**src/design/cal_seq_consts.svh**
```systemverilog
/*
  Constants shared by both ends of the calibration link.
  Assumes inclusion by bare name from design and bench files.
*/
`ifndef CAL_SEQ_CONSTS_SVH
`define CAL_SEQ_CONSTS_SVH
// ****************************************************************
// mode codes and timing
// ****************************************************************
`define MODE_IDLE       3'h0
`define MODE_SELF       3'h1
`define MODE_SYS_ZERO   3'h2
`define MODE_SYS_FULL   3'h3
`define MODE_SYS_OFF    3'h4
`define MODE_BACKGROUND 3'h5
`define MODE_RESET      3'h0
`define PER_SELF        4'h9
`define PER_SYS_STEP    4'h4
`define PER_SYS_OFF     4'h9
`define PER_BACKGROUND  4'h6
`define BG_RATE_DIV     4'h6
`define OUT_PERIOD      16
`define MOD_CYCLE       2
`define OFFSET_RESET    24'h000000
`define GAIN_RESET      24'h400000
`endif

```
**src/design/cal_seq_pkg.sv**
```systemverilog
/*
  Types for the calibration sequencer.
  Assumes cal_seq_consts.svh is compiled alongside.
*/
package cal_seq_pkg;
  typedef logic [2:0] mode_t;
  typedef enum logic [2:0] {
    S_IDLE, S_ZERO, S_FULL, S_SETTLE, S_RUN
  } cal_state_e;
endpackage

```
**src/design/cal_link_if.sv**
```systemverilog
/*
  Interface between host and converter sequencer.
  Assumes one shared clock.
*/
`timescale 1ns/10ps
`default_nettype none
interface cal_link_if;
  logic [2:0]  mode;
  logic        mode_wr;
  logic        result_ready_n;
  logic [23:0] result;
  logic        result_ack;
  modport dev (input mode, mode_wr, result_ack, output result_ready_n, result);
  modport host (output mode, mode_wr, result_ack, input result_ready_n, result);
endinterface
`default_nettype wire

```
**src/design/adc_calibration_sequencer.sv**
```systemverilog
/*
  Converter end: calibration sequencer, coefficients and corrected results.
  Assumes a host on cal_link_if and raw converter samples on the user side.
*/
// Notes on behaviour
// (RL1) mode 010 starts zero-scale system step
// (RL2) mode 011 starts full-scale system step
// (RL3) ready low when each system step ends
// (RL4) host holds zero-scale voltage, zero first
// (RL5) host holds full-scale voltage during step
// (RL6) zero step alone keeps earlier gain
// (RL7) bipolar range calibrates midscale to full
// (RL8) mode 100 system offset, gain from reference
// (RL9) offset calibration is one step
// (RL10) mode 101 interleaves background calibration
// (RL11) background results at one sixth rate
// (RL12) background stays until mode changes
// (RL13) background refreshes coefficients automatically
// (RL14) first background result invalid, discard
// (RL15) durations nine, four, nine, six periods
// (RL16) reset loads control register default
// (RL17) host calibrates after power-up
// (RL18) host waits for stable external reference
// (RL19) mode 001 self-calibration, shorted then reference
// (RL20) host ignores ready one modulator cycle
// (RL21) subtract offset, then multiply by gain
`timescale 1ns/10ps
`default_nettype none
`include "cal_seq_consts.svh"
module adc_calibration_sequencer #(
  parameter int OUT_PERIOD = `OUT_PERIOD
) (
  input  wire logic               clk,
  input  wire logic               rst,
  cal_link_if.dev                 link,
  input  wire logic [23:0]        analog_input_pair,
  input  wire logic [23:0]        shorted_sample,
  input  wire logic [23:0]        reference_sample,
  input  wire logic               bipolar,
  output logic [2:0]              mode_out,
  output logic [23:0]             offset_coef,
  output logic [23:0]             gain_coef,
  output logic                    busy
);
  import cal_seq_pkg::*;

  // ****************************************************************
  // state
  // ****************************************************************
  cal_state_e  state_q, state_d;
  mode_t       mode_q;
  logic [15:0] tick_q;
  logic [3:0]  per_q, per_d;
  logic [3:0]  bg_q;
  logic        bg_first_q;
  logic        rdy_n_q;
  logic [23:0] res_q, off_q, gain_q;
  logic [23:0] zero_pt_q;

  wire         out_tick  = (tick_q == 16'(OUT_PERIOD - 1));
  wire         is_cal    = link.mode_wr && (link.mode != `MODE_IDLE) && (link.mode <= `MODE_BACKGROUND);
  // midscale as zero in bipolar range, see (RL7)
  wire  [23:0] zero_ref  = bipolar ? (analog_input_pair ^ 24'h800000) : analog_input_pair;
  wire  [23:0] zero_sh   = bipolar ? (shorted_sample ^ 24'h800000) : shorted_sample;
  wire  [23:0] span_ref  = reference_sample - zero_pt_q;
  wire  [23:0] span_ain  = analog_input_pair - zero_pt_q;
  // gain is span in q2.22, taken directly to avoid divide hardware; zero span gives GAIN_RESET
  wire  [23:0] gain_ref  = (span_ref == 24'h000000) ? `GAIN_RESET : span_ref;
  wire  [23:0] gain_ain  = (span_ain == 24'h000000) ? `GAIN_RESET : span_ain;
  wire  [23:0] sub_val   = analog_input_pair - off_q;
  wire  [47:0] prod      = sub_val * gain_q;
  wire  [23:0] corrected = prod[45:22]; // see (RL21)
  wire  [3:0]  dur       = (link.mode == `MODE_SELF)      ? `PER_SELF :
                           (link.mode == `MODE_SYS_OFF)   ? `PER_SYS_OFF :
                           (link.mode == `MODE_BACKGROUND)? `PER_BACKGROUND : `PER_SYS_STEP; // see (RL15)

  // ****************************************************************
  // sequencer
  // ****************************************************************
  always_comb begin
    state_d = state_q;
    per_d   = per_q;
    unique case (state_q)
      S_IDLE, S_RUN: ;
      S_ZERO, S_FULL, S_SETTLE: begin
        if (out_tick && per_q != 4'h0) begin
          per_d = per_q - 4'h1;
        end
        if (out_tick && per_q == 4'h1) begin
          state_d = (mode_q == `MODE_BACKGROUND) ? S_RUN : S_IDLE;
        end
      end
    endcase
    if (is_cal) begin
      per_d   = dur;
      state_d = (link.mode == `MODE_SYS_FULL) ? S_FULL : S_ZERO; // see (RL1) (RL2) (RL8) (RL19)
    end else if (link.mode_wr) begin
      state_d = S_IDLE; // leaving background on any other code, see (RL12)
    end
  end

  // control register and timing, see (RL16)
  always_ff @(posedge clk or posedge rst) begin
    if (rst) begin
      state_q <= S_IDLE;
      mode_q  <= `MODE_RESET;
      per_q   <= 4'h0;
      tick_q  <= 16'h0000;
    end else begin
      state_q <= state_d;
      per_q   <= per_d;
      if (link.mode_wr) begin
        mode_q <= link.mode;
      end
      // calibration command restarts the filter timing
      tick_q <= (is_cal || out_tick) ? 16'h0000 : tick_q + 16'h0001;
    end
  end

  // ****************************************************************
  // coefficients
  // ****************************************************************
  // sample zero, or full scale in a full step, at the first period of each step, reference at the second; gain is untouched by zero step
  function automatic logic [3:0] dur_hold(input logic [2:0] m);
    dur_hold = (m == `MODE_SELF || m == `MODE_SYS_OFF) ? `PER_SELF :
               (m == `MODE_BACKGROUND) ? `PER_BACKGROUND : `PER_SYS_STEP;
  endfunction
  wire first_per = out_tick && (per_q == dur_hold(mode_q));

  always_ff @(posedge clk or posedge rst) begin
    if (rst) begin
      off_q     <= `OFFSET_RESET;
      gain_q    <= `GAIN_RESET;
      zero_pt_q <= `OFFSET_RESET;
      bg_q      <= 4'h0;
    end else if (first_per && state_q == S_ZERO) begin
      unique case (mode_q)
        `MODE_SYS_ZERO: begin
          off_q     <= zero_ref; // see (RL1) (RL6)
          zero_pt_q <= analog_input_pair;
        end
        `MODE_SYS_OFF: begin
          off_q     <= zero_ref; // see (RL8)
          zero_pt_q <= analog_input_pair;
        end
        default: begin
          off_q     <= zero_sh; // see (RL19) (RL10)
          zero_pt_q <= shorted_sample;
        end
      endcase
    end else if (out_tick && per_q == dur_hold(mode_q) - 4'h1 && state_q == S_ZERO &&
                 mode_q != `MODE_SYS_ZERO) begin
      gain_q <= gain_ref; // reference conversion follows the zero one
    end else if (first_per && state_q == S_FULL) begin
      gain_q <= gain_ain; // see (RL2)
    end else if (state_q == S_RUN && out_tick) begin
      // interleave shorted, reference and four normal slots, see (RL10) (RL13)
      bg_q <= (bg_q == `BG_RATE_DIV - 4'h1) ? 4'h0 : bg_q + 4'h1;
      if (bg_q == 4'h0) begin
        off_q     <= zero_sh;
        zero_pt_q <= shorted_sample;
      end
      if (bg_q == 4'h1) begin
        gain_q <= gain_ref;
      end
    end else if (state_q != S_RUN) begin
      bg_q <= 4'h0; // each background entry starts at the shorted slot, see (RL11)
    end
  end

  // ****************************************************************
  // ready and result
  // ****************************************************************
  wire step_done = out_tick && per_q == 4'h1 && state_q != S_IDLE && state_q != S_RUN;
  wire bg_out    = state_q == S_RUN && out_tick && bg_q == `BG_RATE_DIV - 4'h1; // see (RL11)
  wire nrm_out   = state_q == S_IDLE && out_tick;

  always_ff @(posedge clk or posedge rst) begin
    if (rst) begin
      rdy_n_q    <= 1'b1;
      res_q      <= 24'h000000;
      bg_first_q <= 1'b0;
    end else begin
      if (is_cal) begin
        rdy_n_q    <= 1'b1; // ready rises on a command, see (RL20)
        bg_first_q <= (link.mode == `MODE_BACKGROUND);
      end else if (step_done || bg_out || nrm_out) begin
        rdy_n_q <= 1'b0; // see (RL3) (RL9) (RL15)
        // first background word is passed raw for the host to discard, see (RL14)
        res_q      <= bg_first_q ? analog_input_pair : corrected;
        bg_first_q <= 1'b0;
      end else if (link.result_ack) begin
        rdy_n_q <= 1'b1;
      end
    end
  end

  assign link.result_ready_n = rdy_n_q;
  assign link.result         = res_q;

  // user-side mirrors, registered one cycle behind state; busy is taken from next state, so it keeps step with state
  always_ff @(posedge clk or posedge rst) begin
    if (rst) begin
      mode_out    <= `MODE_RESET;
      offset_coef <= `OFFSET_RESET;
      gain_coef   <= `GAIN_RESET;
      busy        <= 1'b0;
    end else begin
      mode_out    <= mode_q;
      offset_coef <= off_q;
      gain_coef   <= gain_q;
      busy        <= (state_d != S_IDLE) && (state_d != S_RUN);
    end
  end
endmodule
`default_nettype wire

```
**src/flat_wrapper.sv**
```systemverilog
// flat-port wrapper written by rule: the top's interface ports become plain ports
module adc_calibration_sequencer_flat import cal_seq_pkg::*;
#(
  parameter int OUT_PERIOD = `OUT_PERIOD
)
  (clk, rst, analog_input_pair, shorted_sample, reference_sample, bipolar, mode_out, offset_coef, gain_coef, busy, link_mode, link_mode_wr, link_result_ack, link_result_ready_n, link_result);
  cal_link_if link_i ();
  input  wire logic clk;
  input  wire logic rst;
  input  wire logic [23:0] analog_input_pair;
  input  wire logic [23:0] shorted_sample;
  input  wire logic [23:0] reference_sample;
  input  wire logic bipolar;
  output logic [2:0] mode_out;
  output logic [23:0] offset_coef;
  output logic [23:0] gain_coef;
  output logic busy;
  input wire logic [$bits(link_i.mode)-1:0] link_mode;
  input wire logic [$bits(link_i.mode_wr)-1:0] link_mode_wr;
  input wire logic [$bits(link_i.result_ack)-1:0] link_result_ack;
  output wire logic [$bits(link_i.result_ready_n)-1:0] link_result_ready_n;
  output wire logic [$bits(link_i.result)-1:0] link_result;
  assign link_i.mode = link_mode;
  assign link_i.mode_wr = link_mode_wr;
  assign link_i.result_ack = link_result_ack;
  assign link_result_ready_n = link_i.result_ready_n;
  assign link_result = link_i.result;
  adc_calibration_sequencer #(.OUT_PERIOD(OUT_PERIOD)) u_core (.clk(clk), .rst(rst), .link(link_i), .analog_input_pair(analog_input_pair), .shorted_sample(shorted_sample), .reference_sample(reference_sample), .bipolar(bipolar), .mode_out(mode_out), .offset_coef(offset_coef), .gain_coef(gain_coef), .busy(busy));
endmodule
```
**config.mk**
```make
export PLATFORM = sky130hd
export DESIGN_NAME = adc_calibration_sequencer_flat
export DESIGN_NICKNAME = d
export VERILOG_FILES = /design/src/design/cal_seq_pkg.sv /design/src/design/cal_link_if.sv /design/src/design/adc_calibration_sequencer.sv /design/src/flat_wrapper.sv
export VERILOG_INCLUDE_DIRS = /design/src /design/src/design
export SDC_FILE = /design/constraint.sdc
export NUM_CORES = 2
export LEC_CHECK = 0
export BUFFER_PORTS_ARGS = -buffer_cell sky130_fd_sc_hd__clkbuf_2
export CAP_MARGIN = 20
export CORE_ASPECT_RATIO = 1.4
export CORE_UTILIZATION = 64
export DETAILED_ROUTE_END_ITERATION = 10
export PLACE_DENSITY = 0.85
export SLEW_MARGIN = 20
export SYNTH_ARGS = -nofsm -noshare
export SYNTH_HDL_FRONTEND = slang
export SYNTH_SLANG_ARGS = --single-unit
```
**constraint.sdc**
```tcl
create_clock -name clk -period 12.8 [get_ports clk]
set_input_delay 2.56 -clock clk [delete_from_list [all_inputs] [get_ports clk]]
set_output_delay 2.56 -clock clk [all_outputs]
set_load 0.01 [all_outputs]
```
Yosys cells after proc, flatten, opt, wreduce, memory -nomap -nowiden
Index checks and enable logic that the tools add are counted.
{"block": "op_classes", "muxes": 44, "n_div": 0, "addsub": 7, "n_reduce_logical": 44, "magnitude_cmp": 1, "n_eq_ne": 23, "bitwise": 6, "mul": 1, "shift": 0}
{"operator": "two-way mux 24 bit", "n": 21}
{"operator": "subtractor 24 bit", "n": 3}
{"operator": "zero test 24 bit", "n": 2}
{"operator": "multiplier 24 x 24 -> 46 bit", "n": 1}
{"operator": "two-way mux 4 bit", "n": 9}
{"operator": "nonzero test 3 bit", "n": 6}
{"operator": "adder 16 x 1 -> 16 bit (second input constant)", "n": 1}
{"operator": "== test 16 x 4 -> 1 bit (second input constant)", "n": 1}
{"operator": "logical AND 1 bit", "n": 16}
{"operator": "two-way mux 16 bit", "n": 1}
{"operator": "== test 3 bit (second input constant)", "n": 5}
{"operator": "two-way mux 3 bit", "n": 5}
{"operator": "== test 3 x 2 -> 1 bit (second input constant)", "n": 4}
{"operator": "nonzero test 2 bit", "n": 6}
{"operator": "== test 3 x 1 -> 1 bit (second input constant)", "n": 3}
{"operator": "== test 4 x 1 -> 1 bit (second input constant)", "n": 2}
{"operator": "== test 4 bit", "n": 2}
{"operator": "AND reduction 4 bit", "n": 2}
{"operator": "subtractor 4 x 1 -> 4 bit (second input constant)", "n": 2}
{"operator": "two-way mux 2 bit", "n": 3}
{"operator": "inequality test 3 bit (second input constant)", "n": 2}
{"operator": "NOT 1 bit", "n": 6}
{"operator": "two-way mux 1 bit", "n": 5}
{"operator": "adder 4 x 1 -> 4 bit (second input constant)", "n": 1}
{"operator": "other kinds (12)", "n": 17}
{"block": "word_totals", "ff_bits": 180, "elab_cells": 141, "rom_bits": 0, "output_inout_bits": 77, "in_bits": 80, "memories": 0, "latch_bits": 0, "ramBits": 0}

Depth between registers and ports, before layout
{"block": "logic_depth", "word_depth": 10, "ltp_mapped": 37, "mapped_depth_nobuf": 36}

Worst setup path before layout
Ideal clock, no wire load.
{"block": "synth_timing", "path_type": "input to register", "startpoint": "input analog_input_pair[0]", "endpoint": "register u_core.res_q[23] (netlist: u_core.link.result[23])", "setup_slack_ns": 1.491, "path_buffers": 1, "t_arrival_ns": 11.240, "stages": 37, "required_ns": 12.731, "setup_time_ns": 0.069, "cell_sequence": "inv_1 > ha_1 > inv_1 > fa_1 > a211oi_1 > o21ai_1 > a311oi_2 > nor4_1 > a2111o_1 > a21oi_1 > xnor2_1 > clkbuf_1 > and2_1 > fa_1 > inv_1 > fa_1 > fa_1 > inv_1 > fa_1 > inv_1 > fa_1 > inv_1 > fa_1 > inv_1 > fa_1 > inv_1 > ha_1 > nand4_1 > nor4_1 > o31ai_1 > a311oi_2 > o211ai_1 > a21boi_2 > a31o_2 > a311oi_1 > or4_1 > nand3_1"}
{"block": "synth_via", "elab_chain_len": 3}
{"element": "from (decl)", "line_no": "flat_wrapper.sv:10", "text": "input wire logic [23:0] analog_input_pair;"}
{"element": "subtractor 24 bit", "line_no": "adc_calibration_sequencer.sv:70", "text": "wire [23:0] sub_val = analog_input_pair - off_q;"}
{"element": "multiplier 24 x 24 -> 46 bit", "line_no": "adc_calibration_sequencer.sv:71", "text": "wire [47:0] prod = sub_val * gain_q;"}
{"element": "two-way mux 24 bit", "line_no": "adc_calibration_sequencer.sv:190", "text": "res_q <= bg_first_q ? analog_input_pair : corrected;"}
{"element": "to (signal assigned)", "line_no": "adc_calibration_sequencer.sv:190"}
{"element": "to (decl)", "line_no": "adc_calibration_sequencer.sv:57", "text": "logic [23:0] res_q, off_q, gain_q;"}
Every way passes these cells.
A chain may end at the register's enable or synchronous reset.

Worst setup path in the final report
Ends and elaborated chain as after synthesis.

==> results <==
- In this run the tightest slew margin relative to its limit is 0.186.
- The highest cell delay on the worst timing path is 0.52 ns.
- The worst path meets setup with 0.917 ns of slack.
- STA puts the critical path data arrival time at 12.27 ns.
- The clock passes through at most 2 buffers.
- The average routed wire per standard cell is 21.6 µm.
- The weighted congestion reported at the end of routability-driven placement is 0.995.
- The instance area at placement is 0.0285 mm².
- The total wirelength of the detailed-routed design is 78200 µm.
- The share of post-route cells with drive strength above 1 is 0.0912.
- The startpoint of the most critical setup path is analog_input_pair[0].
- The CTS H-tree depth is 4.
- The number of max-slew violations in the final report is 0.
- After routing, the total negative slack on setup checks comes to 0 ns.
- The share of the Yosys chip area taken by registers is 0.146.
- The via count of the first global-routing pass came to 24100.
- The sort of element at the end of the critical path is a flip-flop.
- After synthesis the netlist holds a flip-flop and latch count of 157.
- The post-detailed-route via-to-cell ratio is 6.05.
- The worst register-to-register path begins at u_core.zero_pt_q[0].
- During synthesis, Yosys emitted a total of 0 warnings.
- Max-cap violations in this run came to 0.
- The die covers 0.0430 mm².
- The launch point of the worst hold path is u_core.zero_pt_q[9].
- The register clock-pin slew on the reported worst setup and hold paths is 0.08 ns.
- The global-route wire length before repair is 126000 µm.
- Compared with the post-synthesis result, the final layout area differs by 7.73%.
- Post-CTS timing repair inserted 0 buffers for setup.
- The count of clock tree sinks is 157.
- By startpoint and endpoint, the worst setup path is classified as in2reg.
- Dividing the final minimum period by the clock period gives 0.928.
- The standard cell with the maximum stage delay on the critical path is fa_1.
- The floorplan step set the die width to 176 µm.
- The count of cells along the worst register-to-register path is 36.
- Across the routed clock network, the largest skew measured is 0.0168 ns.
- The root buffer cell is clkbuf_16.
- The worst register-to-register path ends at u_core.link.result[23].
- In this run the mean area of a mapped cell was 9.10 µm².
- The number of clock buffers inserted by TritonCTS is 17.
- After floorplanning, the core was divided into 88 placement rows.
- The most repeated library cell on the critical path is fa_1.
- The synthesized netlist contains 76 unique library cells.
- The estimated wirelength of the detail-placed design is 60500 µm.
- The internal reg-to-reg setup slack is 2.75 ns.
- The share of flip-flops with an asynchronous set or reset is 1.00.
- The starting density of the core is 0.652.
- The flow ran to the end, and the final reports show no timing, DRC or antenna violations.
- Derived from the worst setup path, the maximum achievable clock frequency is 84.2 MHz.
- The worst-skew pair later-pin latency is 0.45 ns.
- The count of vias placed by the detailed router is 21900.
- In the routed design, unresolved DRC markers number 0.
- The pin slew with the least headroom to its limit is 1.22 ns.
- The min-delay analysis places its worst path in the category reg2reg.
- For hold timing, the worst endpoint is u_core.offset_coef[9].
- The number of port buffers is 156.
- The cell count after synthesis is 2966.
- The number of resized instances in the post-cts repair step is 0.
- The final design utilization is 0.703.
- After routing the design area is 0.0291 mm².
- Entering global routing, the biggest net connects 82 pins.
- The critical-path maximum fanout is 21.
- TritonCTS built the clock tree.
- The critical path data required time is 13.18 ns.
- The die boundary height is 245 µm.
- Summed over all layers, the global routing overflow is 0.
- The floorplan step defined a core boundary enclosing 0.0414 mm².
- Setup repair after global routing left no endpoint under its margin.
- The count of flip-flops with a built-in enable after synthesis is 0.
- The number of nets in the layout is 3829.
- The first detailed-routing pass took 9 iterations.
- For this design, the CTS-stage hold fixing added 0 buffers.
- The post-synth net total is 3738.
- For this run, the total global-route usage over all layers was measured as 0.384.
- The worst setup path is launched from an input port.
- The I/O pin count is 157.
- Setup violations remaining at the end of the flow were counted as 0.
- Once detail routing completed, the nets flagged for antenna violations numbered 0.
- The initial antenna violation count is 2.
- The number of hold violations in the final report is 0.
- Among all flip-flop cells after synthesis, the most frequent one is dfrtp_1.
- After the first detailed-routing iteration, the DRC count stood at 1782.
- Prior to clock tree synthesis, the placed netlist has a worst setup slack of 0.555 ns.
- Counting instances, the worst hold path has a depth of 0.
- The final critical path time including I/O delays and setup is 11.88 ns.
- The mapped cell area is 0.0270 mm².
[cell type report]
cell class | instances | area (µm²)
multi-input combinational | 2072 | 20400
fill | 3123 | 12300
antenna | 3 | 7.51
inverter | 596 | 2240
sequential | 157 | 3930
clock buffer | 18 | 429
clock inverter | 14 | 156
timing repair buffer | 213 | 1210
tap | 540 | 676
[cell usage after synthesis (all sizes together) (28+ instances only)]
cell type | n | share of area
ha | 210 | 0.097
inv | 596 | 0.083
o21ai | 53 | 0.0098
and2 | 278 | 0.064
nand3 | 28 | 0.0052
xor2 | 34 | 0.011
xnor2 | 45 | 0.015
and3 | 66 | 0.015
mux2i | 51 | 0.019
clkbuf | 132 | 0.018
nor2 | 145 | 0.020
dfrtp | 154 | 0.14
fa | 482 | 0.36
a21o | 29 | 0.0081
a21oi | 129 | 0.024
nand2 | 278 | 0.039
[kinds of logic after synthesis]
| group | count (synthesis) | share of synthesized area |
|---|---|---|
| AO/OA/AOI/OAI | 318 | 0.0748 |
| XOR/XNOR | 79 | 0.0259 |
| adder cells (fa/ha/maj) | 692 | 0.455 |
| buffers and inverters | 737 | 0.103 |
| flip-flops | 157 | 0.146 |
| multiplexers | 54 | 0.0202 |
| AND/OR/NAND/NOR | 929 | 0.176 |
[registers in the layout, summed over array words and instances (netlist names), 3 cells and up]
register            count
u_core.tick_q          16
u_core.bg_q             4
u_core.gain_q          24
u_core.per_q            4
u_core.link.result     24
u_core.mode_q           3
u_core.zero_pt_q       24
u_core.gain_coef       24
u_core.state_q          3
u_core.offset_coef     24
u_core.mode_out         3
[cell usage in the layout, fill, tap and decap left out, drive strengths merged, types with 4 or more instances in the layout]
| cell type | instances |
|---|---|
| a211oi | 9 |
| a21o | 29 |
| a21oi | 129 |
| a311oi | 5 |
| a31oi | 13 |
| a41oi | 4 |
| and2 | 278 |
| and3 | 66 |
| buf | 57 |
| clkbuf | 174 |
| clkinvlp | 4 |
| dfrtp | 154 |
| fa | 482 |
| ha | 210 |
| inv | 602 |
| mux2i | 51 |
| nand2 | 278 |
| nand2b | 20 |
| nand3 | 28 |
| nand3b | 6 |
| nand4 | 13 |
| nor2 | 145 |
| nor2b | 25 |
| nor3 | 15 |
| nor4 | 11 |
| o211ai | 10 |
| o21a | 17 |
| o21ai | 53 |
| o221ai | 5 |
| o31a | 7 |
| o31ai | 7 |
| or2 | 6 |
| or3 | 19 |
| or4 | 4 |
| xnor2 | 45 |
| xor2 | 34 |
[per-stage QoR]
stage	cells	hold WS, ns
after floorplan	2966	0.352
after global routing	3611	0.422
after CTS	3610	0.403
after detailed placement	3578	0.391
after global placement	3578	0.385
final	3613	0.399
[worst max-delay path: cells and delay by family]
family | cells | cell delay [ns]
simple gates | 6 | 1.32
compound gates | 11 | 2.67
xor+xnor | 1 | 0.22
buf+inv | 10 | 1.22
fa+ha+maj | 10 | 4.25
[worst max path at each step]
stage	slack, ns	cells after the start	end
2_1_floorplan	1.49	37	u_core.link.result[23]
3_3_place_gp	0.71	38	u_core.link.result[6]
3_5_place_dp	0.55	38	u_core.link.result[23]
4_1_cts	1.00	38	u_core.link.result[23]
5_1_grt	0.55	38	u_core.link.result[23]
6_report	0.92	38	u_core.link.result[23]
[metal layers]
layer	part of all wire	track usage	vias up
met5	0	0	-
met4	0.067	0.227	0
met3	0.083	0.0674	362
met2	0.50	0.666	1190
met1	0.35	0.443	11000
li1	-	-	9324
Power is left out: the tool's default activity adds up to more than one toggle a clock period on the data nets, which glitch-free logic cannot reach.
